--- src/design/pwm_pkg.sv ---
/*
 * shared constants for the grayscale pwm latch block.
 * assumes nothing beyond a systemverilog tool flow.
 */
package pwm_pkg;
   // frame and slot geometry
   localparam int GS_BITS = 288;
   localparam int GS_VAL_W = 12;
   localparam int CNT_W = 13;
   localparam int CH_N = 8;
   localparam int SLOT_STRIDE = 36;
   localparam int BLUE_BASE = 24;
   localparam int RED_BASE = 0;
   localparam int FBD_W = 205;
   // function latch fields
   localparam int MODE_HI_BIT = 198;
   localparam int MODE_LO_BIT = 197;
   localparam int BC_W = 8;
   localparam int BC_BLUE_LSB = 184;
   localparam int BC_RED_LSB = 168;
   // reset values
   localparam logic [GS_BITS-1:0] GS_RESET = '0;
   localparam logic [CNT_W-1:0] CNT_RESET = 13'h0000;
   // counter end points per mode, one past the last value
   localparam logic [CNT_W-1:0] END_12 = 13'h1000;
   localparam logic [CNT_W-1:0] END_10 = 13'h0400;
   localparam logic [CNT_W-1:0] END_8 = 13'h0100;
   localparam logic [GS_VAL_W-1:0] MASK_12 = 12'hfff;
   localparam logic [GS_VAL_W-1:0] MASK_10 = 12'h3ff;
   localparam logic [GS_VAL_W-1:0] MASK_8 = 12'h0ff;
   typedef enum logic [1:0] {
      MODE_12, MODE_10, MODE_8
   } count_mode_t;
endpackage

--- src/design/count_if.sv ---
/*
 * carries the shared counter value and value mask to the comparators.
 * assumes one clock domain on both ends.
 */
`timescale 1ns/1ps
interface count_if;
   import pwm_pkg::*;
   logic [CNT_W-1:0] count;
   logic [GS_VAL_W-1:0] mask;
   modport cnt (output count, output mask);
   modport cmp (input count, input mask);
endinterface

--- src/design/gs_counter.sv ---
/*
 * shared grayscale counter, gated by the output gate.
 * assumes gate and reference-clock edges arrive as one-cycle pulses.
 */
`timescale 1ns/1ps
module gs_counter
   import pwm_pkg::*;
(
   input wire logic clk_in,
   input wire logic rst_in,
   input wire logic gate_in,
   input wire logic gate_fall_in,
   input wire logic pwm_reference_clock_rise_in,
   input wire logic [1:0] width_sel_in,
   count_if.cnt bus
);
   count_mode_t mode;
   logic [CNT_W-1:0] cnt_r;
   logic [CNT_W-1:0] cnt_nxt;
   logic [CNT_W-1:0] cnt_end;
   logic at_end;

   // upper select bit low means full width
   assign mode = !width_sel_in[1] ? MODE_12 :
                 (width_sel_in[0] ? MODE_8 : MODE_10);
   assign cnt_end = (mode == MODE_10) ? END_10 :
                    (mode == MODE_8) ? END_8 : END_12;
   assign bus.mask = (mode == MODE_10) ? MASK_10 :
                     (mode == MODE_8) ? MASK_8 : MASK_12;
   // saturate one past the top so every channel ends off
   assign at_end = (cnt_r >= cnt_end);
   assign cnt_nxt = (gate_fall_in || !gate_in) ? CNT_RESET :
                    (pwm_reference_clock_rise_in && !at_end) ? cnt_r + 13'h0001 :
                    cnt_r;

   // counter register
   always_ff @(posedge clk_in or posedge rst_in) begin
      if (rst_in) begin
         cnt_r <= CNT_RESET;
      end else begin
         cnt_r <= cnt_nxt;
      end
   end

   assign bus.count = cnt_r;
endmodule // gs_counter

--- src/design/sink_compare.sv ---
/*
 * per-channel on/off decision against the shared counter.
 * assumes the latch values are stable between load strobes.
 */
`timescale 1ns/1ps
module sink_compare
   import pwm_pkg::*;
#(
   parameter int N = CH_N
)
(
   input wire logic [N*GS_VAL_W-1:0] values_in,
   count_if.cmp bus,
   output logic [N-1:0] on_out
);
   genvar i;
   // on from count 1 up to and including the value
   generate
      for (i = 0; i < N; i++) begin : g_ch
         logic [GS_VAL_W-1:0] v;
         assign v = values_in[i*GS_VAL_W +: GS_VAL_W] & bus.mask;
         assign on_out[i] = (bus.count != CNT_RESET) &&
                            (bus.count <= {1'b0, v});
      end
   endgenerate
endmodule // sink_compare

--- src/design/grayscale_pwm_latch.sv ---
/*
 * grayscale pwm generator: common shift register, grayscale latch,
 * shared counter and sixteen sink outputs.
 * assumes all pins are synchronous to ref_clk_in, which runs well
 * above the serial and reference clock rates, so that every pin level
 * stands for at least two system clocks.
 * assumes the function latch contents arrive on a port; their own
 * write path lives outside this block.
 * limitation: a shift edge that lands in the same cycle as a load
 * edge is lost, since the load takes the shift register.
 */
`timescale 1ns/1ps
module grayscale_pwm_latch
   import pwm_pkg::*;
(
   input wire logic ref_clk_in,
   input wire logic rst_in,
   input wire logic serial_clk_in,
   input wire logic serial_data_in,
   input wire logic load_in,
   input wire logic pwm_reference_clock_in,
   input wire logic gate_in,
   input wire logic [FBD_W-1:0] function_latch_in,
   output logic serial_out,
   output logic [CH_N-1:0] blue_sink_n_out,
   output logic [CH_N-1:0] red_sink_n_out,
   output logic [BC_W-1:0] blue_ratio_out,
   output logic [BC_W-1:0] red_ratio_out,
   output logic [GS_BITS-1:0] grayscale_latch_out
);

   // ****************************************
   // input sampling and edge detection
   // ****************************************

   logic sclk_r;
   logic load_r;
   logic pwm_reference_clock_r;
   logic gate_r;
   logic sclk_d_r;
   logic load_d_r;
   logic pwm_reference_clock_d_r;
   logic gate_d_r;
   logic sclk_rise;
   logic load_rise;
   logic pwm_reference_clock_rise;
   logic gate_fall;
   logic sdata_r;

   // one register stage, then a delayed copy for edges
   always_ff @(posedge ref_clk_in or posedge rst_in) begin
      if (rst_in) begin
         sclk_r <= 1'b0;
         load_r <= 1'b0;
         pwm_reference_clock_r <= 1'b0;
         gate_r <= 1'b0;
      end else begin
         sclk_r <= serial_clk_in;
         load_r <= load_in;
         pwm_reference_clock_r <= pwm_reference_clock_in;
         gate_r <= gate_in;
      end
   end

   // the data pin gets the same single stage, so it lines up with the
   // sampled shift clock and is taken on the detected edge
   always_ff @(posedge ref_clk_in or posedge rst_in) begin
      if (rst_in) begin
         sdata_r <= 1'b0;
      end else begin
         sdata_r <= serial_data_in;
      end
   end

   // previous values, so each edge becomes a single pulse
   always_ff @(posedge ref_clk_in or posedge rst_in) begin
      if (rst_in) begin
         sclk_d_r <= 1'b0;
         load_d_r <= 1'b0;
         pwm_reference_clock_d_r <= 1'b0;
         gate_d_r <= 1'b0;
      end else begin
         sclk_d_r <= sclk_r;
         load_d_r <= load_r;
         pwm_reference_clock_d_r <= pwm_reference_clock_r;
         gate_d_r <= gate_r;
      end
   end

   // edge helpers; one shared pair keeps all detectors alike, and the
   // reset value of each delayed copy matches the idle low pin level
   function automatic logic rise_of(input logic cur, input logic prev);
      rise_of = cur & ~prev;
   endfunction

   function automatic logic fall_of(input logic cur, input logic prev);
      fall_of = ~cur & prev;
   endfunction

   // edge pulses; every edge is seen on the one system clock, so the
   // reference clock and gate reach the counter without a raw crossing
   assign sclk_rise = rise_of(sclk_r, sclk_d_r);
   assign load_rise = rise_of(load_r, load_d_r);
   assign pwm_reference_clock_rise = rise_of(pwm_reference_clock_r, pwm_reference_clock_d_r);
   assign gate_fall = fall_of(gate_r, gate_d_r);

   // ****************************************
   // common shift register and grayscale latch
   // ****************************************

   logic [GS_BITS-1:0] shift_r;
   logic [GS_BITS-1:0] shift_nxt;
   logic [GS_BITS-1:0] latch_r;
   logic [GS_BITS-1:0] latch_nxt;
   logic [GS_BITS-1:0] shifted;
   logic [GS_BITS-1:0] reloaded;

   // data enters at the bottom and leaves at the top
   assign shifted = {shift_r[GS_BITS-2:0], sdata_r};
   // after a load the function latch sits in the low bits
   assign reloaded = {shift_r[GS_BITS-1:FBD_W],
                      function_latch_in};
   // load wins over a shift edge in the same cycle; the host must not
   // clock data on the strobe edge anyway
   assign shift_nxt = load_rise ? reloaded :
                      sclk_rise ? shifted : shift_r;
   assign latch_nxt = load_rise ? shift_r : latch_r;

   // shift register and latch, both cleared by reset
   always_ff @(posedge ref_clk_in or posedge rst_in) begin
      if (rst_in) begin
         shift_r <= GS_RESET;
         latch_r <= GS_RESET;
      end else begin
         shift_r <= shift_nxt;
         latch_r <= latch_nxt;
      end
   end

   // ****************************************
   // slot extraction
   // ****************************************

   // pull one 12-bit slot from the frame at a given base bit
   function automatic logic [GS_VAL_W-1:0] slot_of(
      input logic [GS_BITS-1:0] frame,
      input int base
   );
      slot_of = frame[base +: GS_VAL_W];
   endfunction

   logic [CH_N*GS_VAL_W-1:0] blue_vals;
   logic [CH_N*GS_VAL_W-1:0] red_vals;
   genvar k;

   // blue k at 36k+24, red k at 36k; reserved slot between them.
   // the reserved slots are carried in the latch and read back, but
   // no output decodes them; blue 7 sits at the very top and red 0 at
   // the very bottom of the frame
   generate
      for (k = 0; k < CH_N; k++) begin : g_slot
         assign blue_vals[k*GS_VAL_W +: GS_VAL_W] =
            slot_of(latch_r, k*SLOT_STRIDE + BLUE_BASE);
         assign red_vals[k*GS_VAL_W +: GS_VAL_W] =
            slot_of(latch_r, k*SLOT_STRIDE + RED_BASE);
      end
   endgenerate

   // ****************************************
   // function latch field decode
   // ****************************************

   logic [1:0] width_sel;
   logic [BC_W-1:0] blue_code;
   logic [BC_W-1:0] red_code;

   // width select is read live, so a mode change acts on the very next
   // count; the host should only change it with the gate low
   assign width_sel = function_latch_in[MODE_HI_BIT:MODE_LO_BIT];
   // group brightness codes for the two colour groups
   assign blue_code = function_latch_in[BC_BLUE_LSB +: BC_W];
   assign red_code = function_latch_in[BC_RED_LSB +: BC_W];

   // ****************************************
   // shared counter and channel compare
   // ****************************************

   count_if cbus ();
   logic [CH_N-1:0] blue_on;
   logic [CH_N-1:0] red_on;

   gs_counter u_counter (
      .clk_in(ref_clk_in),
      .rst_in(rst_in),
      .gate_in(gate_r),
      .gate_fall_in(gate_fall),
      .pwm_reference_clock_rise_in(pwm_reference_clock_rise),
      .width_sel_in(width_sel),
      .bus(cbus.cnt)
   );

   // compare uses the live latch, so a load shows up at once
   sink_compare #(.N(CH_N)) u_blue (
      .values_in(blue_vals),
      .bus(cbus.cmp),
      .on_out(blue_on)
   );

   sink_compare #(.N(CH_N)) u_red (
      .values_in(red_vals),
      .bus(cbus.cmp),
      .on_out(red_on)
   );

   // ****************************************
   // registered outputs
   // ****************************************

   // sinks lag the counter by one system clock, far below one
   // reference period; gate low forces them off
   always_ff @(posedge ref_clk_in or posedge rst_in) begin
      if (rst_in) begin
         blue_sink_n_out <= '0;
      end else begin
         blue_sink_n_out <= blue_on & {CH_N{gate_r}};
      end
   end

   // red group, same timing as blue so both colours switch together
   always_ff @(posedge ref_clk_in or posedge rst_in) begin
      if (rst_in) begin
         red_sink_n_out <= '0;
      end else begin
         red_sink_n_out <= red_on & {CH_N{gate_r}};
      end
   end

   // the current ratio is the group code itself, code/255 of full
   // scale; the analog stage applies it
   always_ff @(posedge ref_clk_in or posedge rst_in) begin
      if (rst_in) begin
         blue_ratio_out <= '0;
      end else begin
         blue_ratio_out <= blue_code;
      end
   end

   // red group code; kept separate so each group can be
   // retimed on its own if the analog stage asks for it
   always_ff @(posedge ref_clk_in or posedge rst_in) begin
      if (rst_in) begin
         red_ratio_out <= '0;
      end else begin
         red_ratio_out <= red_code;
      end
   end

   // serial output follows the next top bit, so the pin changes on
   // the same edge as the shift register itself
   always_ff @(posedge ref_clk_in or posedge rst_in) begin
      if (rst_in) begin
         serial_out <= 1'b0;
      end else begin
         serial_out <= shift_nxt[GS_BITS-1];
      end
   end

   // latch readback copies the next latch value, which keeps it in
   // step with the latch instead of one cycle behind
   always_ff @(posedge ref_clk_in or posedge rst_in) begin
      if (rst_in) begin
         grayscale_latch_out <= GS_RESET;
      end else begin
         grayscale_latch_out <= latch_nxt;
      end
   end

endmodule // grayscale_pwm_latch

--- config.mk ---
export PLATFORM = sky130hd
export DESIGN_NAME = grayscale_pwm_latch
export DESIGN_NICKNAME = d
export VERILOG_FILES = /design/src/design/pwm_pkg.sv /design/src/design/count_if.sv /design/src/design/gs_counter.sv /design/src/design/sink_compare.sv /design/src/design/grayscale_pwm_latch.sv
export SDC_FILE = /design/constraint.sdc
export NUM_CORES = 2
export LEC_CHECK = 0
export ABC_AREA = 1
export ABC_CLOCK_PERIOD_IN_PS = 59700
export BUFFER_PORTS_ARGS = -buffer_cell sky130_fd_sc_hd__buf_2
export CELL_PAD_IN_SITES_DETAIL_PLACEMENT = 1
export CELL_PAD_IN_SITES_GLOBAL_PLACEMENT = 1
export CORE_MARGIN = 1.5
export CORE_UTILIZATION = 45
export DETAILED_ROUTE_END_ITERATION = 10
export GPL_TIMING_DRIVEN = 1
export MAX_ROUTING_LAYER = met4
export PLACE_DENSITY = 0.91
export SETUP_SLACK_MARGIN = 0.2
export SLEW_MARGIN = 15
export SYNTH_ARGS = -nofsm -noshare
export SYNTH_HDL_FRONTEND = slang
export SYNTH_SLANG_ARGS = --single-unit
--- constraint.sdc ---
create_clock -name ref_clk_in -period 59.7 [get_ports ref_clk_in]
set_input_delay 5.97 -clock ref_clk_in [delete_from_list [all_inputs] [get_ports ref_clk_in]]
set_output_delay 5.97 -clock ref_clk_in [all_outputs]
set_load 0.02 [all_outputs]
==> flow_metrics.env <==
export IMPL_multi_input_area_um2=11700
export IMPL_hold_viol_final=0
export IMPL_cp_max_fo=99
export IMPL_antenna_found_initial=15
export IMPL_final_common_cell="nand2_1"
export IMPL_p_per_area_nw_per_um2=33.3
export IMPL_cp_top_family="buffers and inverters"
export IMPL_cts_buffer_depth=3
export IMPL_die_h_um=261
export IMPL_dr_pass1_iters=7
export IMPL_hold_path_class="flip-flop to flip-flop"
export IMPL_holdBufCountCts=0
export IMPL_post_cts_setup_buffer_count=0
export IMPL_netlist_area_um2=29900
export IMPL_synth_distinct_cells=32
export IMPL_outcome="finished, final reports clean"
export IMPL_seqCellArea_um2=15800
export IMPL_fp_dieW_um=261
export IMPL_rows=94
export IMPL_slew_violations=0
export IMPL_synth_edf_count=0
export IMPL_numPortBuffers=532
export IMPL_grt_total_usage_pct=34.0
export IMPL_p_leak_nw=18.8
export IMPL_worstPathCellList="buf_2, inv_8, buf_4, buf_4, buf_4"
export IMPL_grt_pass1_vias=29700
export IMPL_end_kind="async pin"
export IMPL_rr_worst_depth=6
export IMPL_wl_per_cell_um=23.3
export IMPL_critPathKind="input pin to async pin"
export IMPL_ant_nets=0
export IMPL_drtIter0Drc=2078
export IMPL_slowest_stage="buf_4"
export IMPL_htreeDepth=3
export IMPL_drive_gt1_share_pct=17.7
export IMPL_rrSetupSlack_ps=55980
export IMPL_n_fill_cell=7903
export IMPL_grt_setup_unrepaired="false"
export IMPL_synth_avg_cell_area_um2=8.60
export IMPL_start_kind="input pin"
export IMPL_root_buffer="clkbuf_16"
export IMPL_ys_seq_area_share_pct=52.6
export IMPL_cts_buffers=71
export IMPL_peakVddDrop_v=0.0000207
export IMPL_cts_sinks=629
export IMPL_remaining_drc_errors=0
export IMPL_layout_common_cells="nand2_1, dfrtp_1, buf_2"
export IMPL_hold_end="load_d_r$_DFF_PP0_"
export IMPL_grt_max_degree=128
export IMPL_core_region_area_um2=65700
export IMPL_yosysWarnings=0
export IMPL_routed_wl_um=113000
export IMPL_place_worst_setup_slack_ps=50530
export IMPL_syn_nets=3887
export IMPL_setup_viol=0
export IMPL_dp_hpwl_um=70200
export IMPL_yosys_register_bits=629
export IMPL_cp_arrival_ps=9060
export IMPL_via_per_inst=5.63
export IMPL_min_period_ps=8450
export IMPL_min_path_cells=0
export IMPL_cts_clk_slew_worst_paths_ps=60
export IMPL_syn2layout_area_growth_pct=18.2
export IMPL_slowest_delay_ps=830
export IMPL_max_cap_viol_count=0
export IMPL_cpMostUsedCell="buf_4"
export IMPL_start_util_pct=45.5
export IMPL_grt_pass1_wl_um=172000
export IMPL_tritoncts="built"
export IMPL_max_slew_margin_pct=22.7
export IMPL_worst_pin_slew_ps=1160
export IMPL_worstReg2RegStart="load_d_r$_DFF_PP0_"
export IMPL_setup_slack_ps=51250
export IMPL_async_reset_ff_share_pct=100
export IMPL_io_pins=533
export IMPL_die_area_um2=68100
export IMPL_fmax_ghz=0.118
export IMPL_num_vias=27400
export IMPL_fin_skew_ps=22.1
export IMPL_nets=4348
export IMPL_timing_setup_tns_ps=0
export IMPL_cts_resized=0
export IMPL_synth_ff_type="dfrtp_1"
export IMPL_critPathRequiredTime_ps=60310
export IMPL_syn_inst=3478
export IMPL_hp_start="load_r$_DFF_PP0_"
export IMPL_period_share_pct=14.2
export IMPL_reg2reg_to="shift_r[32]$_DFFE_PP0P_"
export IMPL_crit_buf_inv=5
export IMPL_clkLatencyLatePin_ps=620
export IMPL_gp_congestion=0.836
export IMPL_grt_ovfl_total=0
layer usage:
metal | routed length [um] | GRT usage (%) | vias to the layer above
li1 | - | - | 12100
met1 | 42900 | 38.8 | 13800
met2 | 55900 | 55.3 | 1116
met3 | 7020 | 6.03 | 423
met4 | 7640 | 21.4 | 0
met5 | 0 | - | -
registers in the layout (all words and copies together) (netlist names):
register,cells
latch_r,288
shift_r,288
u_counter.bus.count,13
blue_ratio_out,8
blue_sink_n_out,8
red_ratio_out,8
red_sink_n_out,8
gate_r,1
load_d_r,1
load_r,1
pwm_reference_clock_d_r,1
pwm_reference_clock_r,1
sclk_d_r,1
sclk_r,1
sdata_r,1
synthesized netlist by cell type, types with 3 or more instances:
library cell	n	area, um2
nand2_1	1265	4750
dfrtp_1	629	15700
inv_1	425	1600
o21ai_0	278	1390
ha_1	197	2460
nand3_1	165	826
buf_2	102	510
o221ai_1	98	858
nor2_1	75	282
a21oi_1	64	320
clkbuf_1	45	169
o211ai_1	34	255
o21ai_1	20	100
nand4_1	17	106
buf_4	12	90.1
nor3_1	10	50.1
o221ai_2	10	150
buf_6	7	78.8
inv_2	5	18.8
nand2_2	3	18.8
xor2_1	3	26.3
logic make-up after synthesis:
| family | count (synthesis) | synth area share (%) |
|---|---|---|
| AND/OR/NAND/NOR | 1543 | 20.4 |
| AO/OA/AOI/OAI | 507 | 10.4 |
| adder cells (fa/ha/maj) | 197 | 8.24 |
| XOR/XNOR | 3 | 0.0878 |
| buffers and inverters | 599 | 8.27 |
| flip-flops | 629 | 52.6 |
area by class of cell:
type / count / area share [%]
multi-input combinational: 2250 / 33.1
clock buffer: 101 / 5.68
inverter: 431 / 4.63
sequential: 629 / 44.6
clock inverter: 27 / 0.768
antenna: 18 / 0.127
tap: 864 / 3.06
timing repair buffer: 556 / 8.04
worst max-delay path by stage:
stage	startpoint	end	slack, ps	cells after the start
final	rst_in	latch_r[82]$_DFFE_PP0P_	51250	5
after global routing	rst_in	latch_r[78]$_DFFE_PP0P_	50860	5
after CTS	rst_in	latch_r[78]$_DFFE_PP0P_	51170	5
after detailed placement	rst_in	latch_r[92]$_DFFE_PP0P_	50530	5
after global placement	rst_in	latch_r[87]$_DFFE_PP0P_	50570	5
after floorplan	rst_in	blue_ratio_out[0]$_DFF_PP0_	36110	1
worst register-to-register path, stage by stage, from the launching register on:
cell and delay [ps]:
dfrtp_1 440, nor2_8 180, buf_4 650, buf_4 920, buf_4 980, nand2_1 250
o211ai_1 190
power breakdown:
part / total [W] / switching (W) / internal [W]
combinational: 0.000224 / 0.000158 / 0.0000658
clock: 0.000439 / 0.000190 / 0.000250
sequential: 0.000516 / 0.0000386 / 0.000477
total: 0.00118 / 0.000386 / 0.000793
stage by stage:
| step | std cells | hold slack [ps] | util (%) | total power, W | area, um2 |
|---|---|---|---|---|---|
| CTS | 4858 | 394 | 53.7 | 0.00118 | 35300 |
| global route | 4873 | 411 | 53.8 | 0.00122 | 35400 |
| finish | 4876 | 393 | 53.8 | 0.00118 | 35400 |
| global placement | 4730 | 359 | 50.2 | 0.000717 | 33000 |
| floorplan | 3478 | 354 | - | 0.000645 | 29900 |
| detailed placement | 4730 | 380 | 50.2 | 0.000733 | 33000 |
No activity file was read; power rests on OpenSTA's default activity.
